[config.mk]
export PLATFORM = sky130hd
export DESIGN_NAME = evc_counter_top
export DESIGN_NICKNAME = d
export VERILOG_FILES = /design/src/evc_pkg.sv /design/src/evc_edge_sync.sv /design/src/evc_counter_top.sv
export SDC_FILE = /design/constraint.sdc
export NUM_CORES = 1
export LEC_CHECK = 0
export CAP_MARGIN = 25
export CORE_UTILIZATION = 40
export DETAILED_ROUTE_END_ITERATION = 12
export DONT_BUFFER_PORTS = 1
export PLACE_DENSITY = 0.68
export SLEW_MARGIN = 5
export SYNTH_ARGS = -nofsm -noshare
export SYNTH_HDL_FRONTEND = slang
export SYNTH_SLANG_ARGS = --single-unit
[constraint.sdc]
create_clock -name clock -period 1.92 [get_ports clock]
set_clock_uncertainty 0.15 [all_clocks]
set_input_delay 0.096 -clock clock [delete_from_list [all_inputs] [get_ports clock]]
set_output_delay 0.096 -clock clock [all_outputs]
set_load 0.01 [all_outputs]
[src/evc_pkg.sv]
// Package with register map, field layout and carrier types of the event counter front end
// ==========================================================================
// How it works
// - One enable bit gates all event counting
// - Read-only reserved bits read zero, ignore writes
// - Control bit 7 picks rising or falling edge
// - Span field enables inputs zero through N
// - Output-direction pins never set their flag
// - Status is 16 bits, upper byte zero
// - One pending flag per input, reset zero
// - Counter choice comes only from pending flags
// - Status read never changes any flag
// - Selected edge sets flag, address code follows
// - Request high while any flag is set
// - Address code is twice the served index
// - Completed transfer clears the served flag
// ==========================================================================
package evc_pkg;

  // ========================================================================
  // Register map
  localparam logic [7:0]  EVC_ENABLE_OFFSET  = 8'h00;
  localparam logic [7:0]  EVC_CONTROL_OFFSET = 8'h04;
  localparam logic [7:0]  EVC_STATUS_OFFSET  = 8'h08;
  localparam logic [7:0]  EVC_ENABLE_RESET   = 8'h00;
  localparam logic [7:0]  EVC_CONTROL_RESET  = 8'h00;
  localparam logic [7:0]  EVC_FLAGS_RESET    = 8'h00;

  // ========================================================================
  // Field layout
  localparam int          EVC_ENABLE_BIT     = 7;
  localparam int          EVC_EDGE_BIT       = 7;
  localparam int          EVC_SPAN_MSB       = 2;
  localparam logic [7:0]  EVC_ENABLE_RW_MASK = 8'h8f;
  localparam logic [7:0]  EVC_CONTROL_RW_MASK = 8'h8f;
  localparam int          EVC_CHANNELS       = 8;
  localparam int          EVC_STATUS_WIDTH   = 16;
  localparam int          EVC_CODE_WIDTH     = 5;

  // ========================================================================
  // Carrier types
  typedef struct packed {
    logic       request;
    logic [4:0] addr_code;
  } evc_xfer_type;

  typedef struct packed {
    logic       done;
    logic [2:0] index;
  } evc_clear_type;

endpackage : evc_pkg

[src/evc_edge_sync.sv]
// Pin synchroniser and selectable edge detector for all event inputs
`timescale 1ns/1ps

module evc_edge_sync
  import evc_pkg::*;
(
  input  wire logic                    clock,
  input  wire logic                    rst_n,
  input  wire logic [EVC_CHANNELS-1:0] pin_async,
  input  wire logic                    falling_sel,
  output logic      [EVC_CHANNELS-1:0] edge_hit
);

  logic [EVC_CHANNELS-1:0] meta_reg;
  logic [EVC_CHANNELS-1:0] sync_reg;
  logic [EVC_CHANNELS-1:0] prev_reg;

  // ========================================================================
  // Two-stage synchroniser, then history stage
  always_ff @(posedge clock or negedge rst_n)
  begin
    if (!rst_n)
    begin
      meta_reg <= '0;
      sync_reg <= '0;
      prev_reg <= '0;
    end
    else
    begin
      meta_reg <= pin_async;
      sync_reg <= meta_reg;
      prev_reg <= sync_reg;
    end
  end

  // ========================================================================
  // Per-channel edge detect, one shared edge select for all channels
  genvar g;
  generate
    for (g = 0; g < EVC_CHANNELS; g++)
    begin : g_edge
      assign edge_hit[g] = falling_sel ? (prev_reg[g] & ~sync_reg[g])
                                       : (~prev_reg[g] & sync_reg[g]);
    end
  endgenerate

endmodule : evc_edge_sync

[src/evc_counter_top.sv]
// Event counter front end: APB registers, pending flags and transfer request
`timescale 1ns/1ps

module evc_counter_top
  import evc_pkg::*;
(
  input  wire logic                    clock,
  input  wire logic                    rst_n,
  input  wire logic                    psel,
  input  wire logic                    penable,
  input  wire logic                    pwrite,
  input  wire logic [7:0]              paddr,
  input  wire logic [31:0]             pwdata,
  input  wire logic [3:0]              pstrb,
  output logic                         pready,
  output logic      [31:0]             prdata,
  output logic                         pslverr,
  input  wire logic [EVC_CHANNELS-1:0] event_pins,
  input  wire logic [EVC_CHANNELS-1:0] port_direction_bit,
  input  wire evc_clear_type           served_clear,
  output evc_xfer_type                 transfer_controller
);

  // ========================================================================
  // Decoding helpers
  function automatic logic [EVC_CHANNELS-1:0] span_mask(input logic [2:0] span);
    logic [EVC_CHANNELS-1:0] mask;
    mask = '0;
    for (int i = 0; i < EVC_CHANNELS; i++)
    begin
      if (i <= int'(span))
      begin
        mask[i] = 1'b1;
      end
    end
    return mask;
  endfunction : span_mask

  function automatic logic [2:0] lowest_index(input logic [EVC_CHANNELS-1:0] flags);
    logic [2:0] idx;
    idx = 3'h0;
    for (int i = EVC_CHANNELS - 1; i >= 0; i--)
    begin
      if (flags[i])
      begin
        idx = 3'(i);
      end
    end
    return idx;
  endfunction : lowest_index

  // ========================================================================
  // Declarations
  logic [7:0]              enable_reg;
  logic [7:0]              control_reg;
  logic [EVC_CHANNELS-1:0] flags_reg;
  logic [EVC_CHANNELS-1:0] flags_next;
  logic [31:0]             prdata_reg;
  logic                    req_reg;
  logic [4:0]              code_reg;
  logic [EVC_CHANNELS-1:0] edge_hit;
  logic [EVC_CHANNELS-1:0] set_mask;
  logic [EVC_CHANNELS-1:0] clr_mask;
  logic                    count_function_enable;
  logic                    edge_polarity_select;
  logic [2:0]              channel_span_select;
  logic                    setup_phase;
  logic                    access_phase;
  logic                    addr_enable;
  logic                    addr_control;
  logic                    addr_status;
  logic                    addr_known;
  logic                    wr_take;
  logic [31:0]             read_word;

  assign count_function_enable = enable_reg[EVC_ENABLE_BIT];
  assign edge_polarity_select  = control_reg[EVC_EDGE_BIT];
  assign channel_span_select   = control_reg[EVC_SPAN_MSB:0];

  // ========================================================================
  // Pin front end
  evc_edge_sync u_edge
  (
    .clock       (clock),
    .rst_n       (rst_n),
    .pin_async   (event_pins),
    .falling_sel (edge_polarity_select),
    .edge_hit    (edge_hit)
  );

  // ========================================================================
  // APB decode
  assign setup_phase  = psel & ~penable;
  assign access_phase = psel & penable;
  assign addr_enable  = (paddr == EVC_ENABLE_OFFSET);
  assign addr_control = (paddr == EVC_CONTROL_OFFSET);
  assign addr_status  = (paddr == EVC_STATUS_OFFSET);
  assign addr_known   = addr_enable | addr_control | addr_status;
  assign wr_take      = access_phase & pwrite & pstrb[0];

  // Zero-wait slave; status is read-only, so writes there are errors
  assign pready  = 1'b1;
  assign pslverr = access_phase & (~addr_known | (pwrite & addr_status));
  assign prdata  = prdata_reg;

  // ========================================================================
  // Enable register
  always_ff @(posedge clock or negedge rst_n)
  begin
    if (!rst_n)
    begin
      enable_reg <= EVC_ENABLE_RESET;
    end
    else if (wr_take && addr_enable)
    begin
      enable_reg <= pwdata[7:0] & EVC_ENABLE_RW_MASK;
    end
  end

  // ========================================================================
  // Control register
  always_ff @(posedge clock or negedge rst_n)
  begin
    if (!rst_n)
    begin
      control_reg <= EVC_CONTROL_RESET;
    end
    else if (wr_take && addr_control)
    begin
      control_reg <= pwdata[7:0] & EVC_CONTROL_RW_MASK;
    end
  end

  // ========================================================================
  // Read data, captured in the setup cycle
  always_comb
  begin
    read_word = 32'h0000_0000;
    if (addr_enable)
    begin
      read_word[7:0] = enable_reg;
    end
    else if (addr_control)
    begin
      read_word[7:0] = control_reg;
    end
    else if (addr_status)
    begin
      read_word[EVC_STATUS_WIDTH-1:0] = {8'h00, flags_reg};
    end
  end

  always_ff @(posedge clock or negedge rst_n)
  begin
    if (!rst_n)
    begin
      prdata_reg <= 32'h0000_0000;
    end
    else if (setup_phase && !pwrite)
    begin
      prdata_reg <= read_word;
    end
  end

  // ========================================================================
  // Pending flags
  assign set_mask = edge_hit & span_mask(channel_span_select)
                  & ~port_direction_bit
                  & {EVC_CHANNELS{count_function_enable}};

  always_comb
  begin
    clr_mask = '0;
    if (served_clear.done)
    begin
      clr_mask[served_clear.index] = 1'b1;
    end
  end

  // Set wins over clear; a set on a pending flag just holds it
  assign flags_next = (flags_reg & ~clr_mask) | set_mask;

  always_ff @(posedge clock or negedge rst_n)
  begin
    if (!rst_n)
    begin
      flags_reg <= EVC_FLAGS_RESET;
    end
    else
    begin
      flags_reg <= flags_next;
    end
  end

  // ========================================================================
  // Request and address code toward the transfer controller
  always_ff @(posedge clock or negedge rst_n)
  begin
    if (!rst_n)
    begin
      req_reg  <= 1'b0;
      code_reg <= 5'h00;
    end
    else
    begin
      req_reg  <= |flags_next;
      code_reg <= {1'b0, lowest_index(flags_next), 1'b0};
    end
  end

  assign transfer_controller.request   = req_reg;
  assign transfer_controller.addr_code = code_reg;

  // ========================================================================
  // Checks
  logic [EVC_CHANNELS-1:0] new_bits;
  logic [EVC_CHANNELS-1:0] flags_prev_reg;

  // Last cycle's flags, for the new-flag cover
  always_ff @(posedge clock or negedge rst_n)
  begin
    if (!rst_n)
    begin
      flags_prev_reg <= EVC_FLAGS_RESET;
    end
    else
    begin
      flags_prev_reg <= flags_reg;
    end
  end

  assign new_bits = flags_reg & ~flags_prev_reg;

  property p_disabled_quiet;
    @(posedge clock) disable iff (!rst_n)
    !count_function_enable |=> ((flags_reg & ~$past(flags_reg)) == 8'h00);
  endproperty

  disabled_no_set_a : assert property (p_disabled_quiet)
    else $error("flag set while counting disabled");

  enable_reserved_a : assert property (@(posedge clock) disable iff (!rst_n)
    (setup_phase && !pwrite && addr_enable) |=> (prdata[6:4] == 3'h0)
      && (prdata[31:8] == 24'h000000))
    else $error("enable reserved bits not zero");

  control_reserved_a : assert property (@(posedge clock) disable iff (!rst_n)
    (wr_take && addr_control) |=> (control_reg[6:4] == 3'h0)
      && (control_reg[3:0] == $past(pwdata[3:0])))
    else $error("control reserved bits not kept zero");

  polarity_edge_a : assert property (@(posedge clock) disable iff (!rst_n)
    (count_function_enable && channel_span_select == 3'h7 && port_direction_bit == 8'h00
      && edge_polarity_select && !served_clear.done)
      ##0 $fell(u_edge.sync_reg[0]) |=> flags_reg[0])
    else $error("falling edge not caught");

  span_limit_a : assert property (@(posedge clock) disable iff (!rst_n)
    1'b1 |=> ((flags_reg & ~$past(flags_reg) & ~span_mask($past(channel_span_select)))
      == 8'h00))
    else $error("flag set outside channel span");

  direction_block_a : assert property (@(posedge clock) disable iff (!rst_n)
    1'b1 |=> ((flags_reg & ~$past(flags_reg) & $past(port_direction_bit)) == 8'h00))
    else $error("flag set on output pin");

  status_upper_a : assert property (@(posedge clock) disable iff (!rst_n)
    (setup_phase && !pwrite && addr_status) ##1 access_phase
      |-> (prdata[31:8] == 24'h000000) && (prdata[7:0] == $past(flags_reg)))
    else $error("status read wrong");

  hit_sets_a : assert property (@(posedge clock) disable iff (!rst_n)
    (set_mask != 8'h00) |=> ((flags_reg & $past(set_mask)) == $past(set_mask)))
    else $error("selected edge lost");

  read_keeps_a : assert property (@(posedge clock) disable iff (!rst_n)
    (access_phase && !pwrite && !served_clear.done) |=> ((~flags_reg & $past(flags_reg))
      == 8'h00))
    else $error("read changed flags");

  request_level_a : assert property (@(posedge clock) disable iff (!rst_n)
    transfer_controller.request == (flags_reg != 8'h00))
    else $error("request does not follow flags");

  code_lowest_a : assert property (@(posedge clock) disable iff (!rst_n)
    transfer_controller.request |-> (transfer_controller.addr_code[0] == 1'b0)
      && flags_reg[transfer_controller.addr_code[3:1]]
      && ((flags_reg & ((8'h01 << transfer_controller.addr_code[3:1]) - 8'h01)) == 8'h00))
    else $error("address code not lowest pending");

  clear_served_a : assert property (@(posedge clock) disable iff (!rst_n)
    (served_clear.done && !set_mask[served_clear.index])
      |=> !flags_reg[$past(served_clear.index)])
    else $error("served flag not cleared");

  set_beats_clear_a : assert property (@(posedge clock) disable iff (!rst_n)
    (served_clear.done && set_mask[served_clear.index])
      |=> flags_reg[$past(served_clear.index)])
    else $error("set lost to clear");

  cov_edge_c     : cover property (@(posedge clock) disable iff (!rst_n) new_bits != 8'h00);
  cov_clear_c    : cover property (@(posedge clock) disable iff (!rst_n)
    served_clear.done && flags_reg[served_clear.index]);
  cov_multi_c    : cover property (@(posedge clock) disable iff (!rst_n)
    $countones(flags_reg) > 1);
  cov_ctrl_wr_c  : cover property (@(posedge clock) disable iff (!rst_n)
    wr_take && addr_control);

endmodule : evc_counter_top

After elaboration in Yosys (flattened, before gate mapping)
Index checks and enable logic that the tools add are counted.
Word-level totals
  flip-flop bits (word level): 62
  latch bits: 0
  bits in writable memories: 0
  bits in read-only memories: 0
  input port bits: 69
  output and inout port bits: 40
  logic and storage cells: 108
  memories: 0
Operators by class
  add/sub/neg operators: 0
  $mul: 0
  divide/modulo/power cells: 0
  magnitude comparators: 9
  eq/ne operators: 2
  shift operators: 0
  muxes and demuxes: 31
  bitwise gates (word level): 50
  reductions and logical operators: 7
Operators with widths (count)
  8-bit two-way mux: 6
  8-bit bitwise AND: 4
  3-bit two-way mux: 8
  1-bit bitwise AND: 22
  1-bit NOT: 18
  1-bit two-way mux: 16
  8-bit NOT: 2
  3-bit <= comparator (first input constant): 4
  8-bit by 3-bit == test with 1-bit output (second input constant): 1
  8-bit by 4-bit == test with 1-bit output (second input constant): 1
  8-bit logical NOT: 1
  8-bit OR: 1
  8-bit OR reduction: 1
  2-bit by 3-bit <= comparator with 1-bit output (first input constant): 2
  1-bit logical AND: 4
  3-bit by 4-bit < comparator with 1-bit output (second input constant): 1
  1-bit demux with 3-bit select: 1
  3-bit by 1-bit greater-or-equal comparator with 1-bit output (second input constant): 1
  1-bit by 3-bit <= comparator with 1-bit output (first input constant): 1
  1-bit OR: 3
  1-bit logical NOT: 1

Logic depth before layout (Yosys ltp)
  word-level depth: 16
  mapped depth: 8
  gate-level depth less buffers: 6

Cells and area by module
Synthesis repeated with hierarchy kept, for this count alone.
Second synthesis, totals
  cells, all modules: 223
  area, all modules: 2513.7 um^2
Modules (own cells, without submodules)
  evc_counter_top: times used 1, cells an instance 174, area an instance 1744.2 um^2, sequential area each 750.7 um^2
  evc_edge_sync: times used 1, cells an instance 49, area an instance 769.5 um^2, sequential area each 600.6 um^2

Least setup slack after synthesis
OpenSTA, ideal clock, no wires.
  path kind: register to register
  start: register control_reg[7]
  end: register code_reg[1]
  setup time: 0.101 ns
  arrival time: 1.591 ns
  data required time: 1.669 ns
  setup slack: 0.078 ns
  cell stages (with the launch flop): 7
  buffers on the path: 1
  clock period less this slack: 1.842 ns
  cells stage by stage: dfrtp_1 > buf_6 > or3b_1 > a2111o_1 > nand2_2 > a31oi_1 > o311ai_2
On the way
  elaborated cells between the ends (all ways): 20
  those cells by class: 16 x mux; 4 x bitwise
RTL lines
  start: declaration: line evc_counter_top.sv:55  | logic [7:0] control_reg;
  start signal: assignment: line evc_counter_top.sv:130  | control_reg <= pwdata[7:0] & EVC_CONTROL_RW_MASK;
  1-bit two-way mux: line evc_edge_sync.sv:42  | assign edge_hit[g] = falling_sel ? (prev_reg[g] & ~sync_reg[g])
  8-bit bitwise AND: line evc_counter_top.sv:167  | assign set_mask = edge_hit & span_mask(channel_span_select)
  8-bit bitwise AND: line evc_counter_top.sv:168  | & ~port_direction_bit
  8-bit bitwise AND: line evc_counter_top.sv:169  | & {EVC_CHANNELS{count_function_enable}};
  8-bit OR: line evc_counter_top.sv:181  | assign flags_next = (flags_reg & ~clr_mask) | set_mask;
  net flags_next[5]: line evc_counter_top.sv:57  | logic [EVC_CHANNELS-1:0] flags_next;
  3-bit two-way mux (6 in a row): line evc_counter_top.sv:44  | if (flags[i])
  end signal: assignment: line evc_counter_top.sv:207  | code_reg <= {1'b0, lowest_index(flags_next), 1'b0};
  end: declaration: line evc_counter_top.sv:60  | logic [4:0] code_reg;
The timed path passes the listed nets, and every way through them passes these cells.
A chain may end at the register's enable or synchronous reset.

Final worst setup path
Ends and elaborated chain as after synthesis.

==> flow_summary.ini <==
[status]
status = finished clean

[global_route]
track_usage_pct = 15.8
grt.met2_usage_pct = 25.9
met1_usage_pct = 19.5
grt_pass1_wl_um = 7450
grt_max_degree = 55
met3_usage_pct = 4.46
grt_antenna_before_repair = 0
gr-max-usage-layer = met2
grt_pass1_vias = 1520
grt_overflow = 0

[cts]
clock_sink_count = 54
cts_tree = yes
cts-root-buf = clkbuf_8
clk_pin_slew_ps = 100
h-tree-depth = 2
clkLatencyLatePin_ps = 310
cts_buffer_depth = 2
cts_inserted_buffers = 5

[route]
drtIter0Drc = 65
vias_per_cell = 5.01
firstDrtPassIters = 4
drc_errors = 0
ant_nets = 0
drt-wirelength-per-cell_um = 14.6
routed_wl_um = 4860
via_count = 1664

[timing]
final-max-slew-violation-count = 0
setup_ws_ps = 63.5
hold_viol_final = 0
finalCritPeriodShare_pct = 96.7
layout_min_cycle_time_ps = 1860
finalSetupViolCount = 0
rsz0062_at_grt = yes
fmax_mhz = 539

[cells_and_area]
fillCellCount = 498
final_common_cell = dfrtp_1
final_cell_mix = dfrtp_1 (53), dlygate4sd3_1 (28), conb_1 (27), nand2_1 (23), nor2_1 (16)
ff_latch_area_sq_mm = 0.00135
area_growth_pct = 19.6
multiInputGateArea_sq_um = 937
finalNonFillerCells = 332
drive_gt1_share_pct = 15.0
layout.nets = 328
antenna_cells = 0

[setup_path]
reg2reg_to = code_reg[1]
worst_ep_arrival_time_ps = 1920
cp_data_required_time_ps = 1990
worst-r2r-cell-count = 5
endpoint = code_reg[1]
worstReg2RegStart = control_reg[7]
startpoint_type = flip-flop
critPathCaptureType = flip-flop
path_cells = or3b_1 > a2111o_1 > nand2_2 > a31oi_1 > o311ai_2
criticalPathCategory = flip-flop to flip-flop
crit_slowest_cell = dfrtp_1
crit_start = control_reg[7]
cp.depth = 5
slowest_delay_ps = 430
r2r_slack_ps = 60
critPathBufInv = 0
crit_family = compound AO/OA/AOI/OAI gates
crit_fanout = 5

[place]
globalplace.congestion = 0.849
hpwl_um = 3410
place_ws_ps = -15.2
io_buffers = 0
dp_cells = 294

[power]
ir_drop_v = 0.000562
p_sw_uw = 511
pwr-share-clk_pct = 32.5
swShare_pct = 24.7
powerDensity_mw_per_mm2 = 716
leakagePower_uw = 0.00143
sequentialPowerShare_pct = 58.4
cellInternalPower_uw = 1560
combPwrFrac_pct = 9.1

[yosys]
synth_cells = 220
synth_warnings = 0
yosys_register_bits = 54
syn_avg_cell_area_sq_um = 11.0
synthTopCellsByArea = dfrtp_1 (56%), buf_4 (8.7%), nand2_1 (3.6%)
syn_area_sq_mm = 0.00242
netlist.area_leader.share_pct = 55.8
synth_top_area_cell = dfrtp_1
synth_seq_area_share_pct = 55.8
synth.distinct_cells = 41

[floorplanning]
start_util_pct = 42.6
die-height_um = 79.8
core_sq_mm = 0.00568
rows = 27
die_w_um = 79.8
io_pins = 109
die_area_sq_mm = 0.00636

[run]
maxCapViolations = 0

[hold_path]
holdCritPathClass = primary input to flip-flop
synthesized netlist by cell type (all sizes together):
cell,n
a2111o,1
inv,7
mux2i,5
nand3,5
a21oi,13
nor3,1
or3,1
nand3b,1
conb,2
clkbuf,2
mux2,9
o41a,1
dfrtp,54
o41ai,4
o31a,1
o21ai,13
nor2b,2
nor2,16
buf,31
nor4,3
o311ai,1
o2111ai,1
nand2,24
a32oi,1
nor3b,3
nand2b,4
o22ai,1
a21boi,1
or3b,1
a31oi,1
nand4,1
and3b,5
o31ai,1
or4,2
and2,1
cell families after synthesis:
logic type,count (synthesis),synth area share (%)
AOI/OAI and AO/OA,40,11.0
buffers and inverters,40,11.0
DFF,54,55.8
muxes,14,7.03
other,2,0.310
and+or+nand+nor,70,14.9
through the flow:
| step | instance area (sq um) | hold slack, ps | utilization, % | TNS [ps] | total power [uW] |
|---|---|---|---|---|---|
| 2_1_floorplan | 2510 | -350 | - | 0 | 1360 |
| 3_3_place_gp | 2440 | -348 | 43.0 | 0 | 1330 |
| 3_5_place_dp | 2440 | -348 | 43.0 | -15.2 | 1340 |
| 4_1_cts | 2860 | 5.56 | 50.4 | 0 | 2090 |
| 5_1_grt | 2900 | 50.2 | 51.0 | -36.9 | 2160 |
| 6_report | 2900 | 20.6 | 51.0 | 0 | 2070 |
final cells by class:
cell class | instances | share of cell area [%]
inverters | 7 | 0.908
repair buffers | 40 | 13.5
multi-input cells | 151 | 32.4
clock inverters | 2 | 0.562
flip-flops and latches | 54 | 46.7
well taps | 72 | 3.11
clock buffers | 6 | 2.85
worst min-delay path, stage by stage:
cell	delay (ps)
nor2_1	20
and2_1	180
nand3_1	90
nand2_1	50
worst min-delay path by stage:
stage,from,cells after the start,end
after floorplan,rst_n,0,code_reg[1]
after global placement,rst_n,0,enable_reg[3]
after detailed placement,rst_n,0,prdata[3]
after CTS,port_direction_bit[5],3,flags_reg[5]
after global routing,penable,4,prdata[4]
final,penable,4,prdata[6]
per-layer routing:
| metal | part of all wire (%) | up-vias | wire [um] |
|---|---|---|---|
| met5 | 0 | - | 0 |
| met4 | 1.9 | 0 | 91 |
| met3 | 5.8 | 8 | 283 |
| met2 | 50 | 68 | 2410 |
| met1 | 43 | 803 | 2070 |
| li1 | - | 785 | - |
power by group through the flow:
stage | registers (uW) | clock network [uW] | logic (uW)
after floorplan | 1220 | 0 | 136
after global placement | 1230 | 0 | 98.6
after detailed placement | 1240 | 0 | 101
after CTS | 1210 | 692 | 184
after global routing | 1220 | 740 | 209
final | 1210 | 674 | 188
repair_timing:
action,CTS,global route
resized for setup,2,5
endpoints found under the setup margin,1,5
buffers inserted,0,1
pin swaps,0,1
hold buffers,29,0
hold endpoints to repair,89,0
Power figures use the tool's default switching activity.
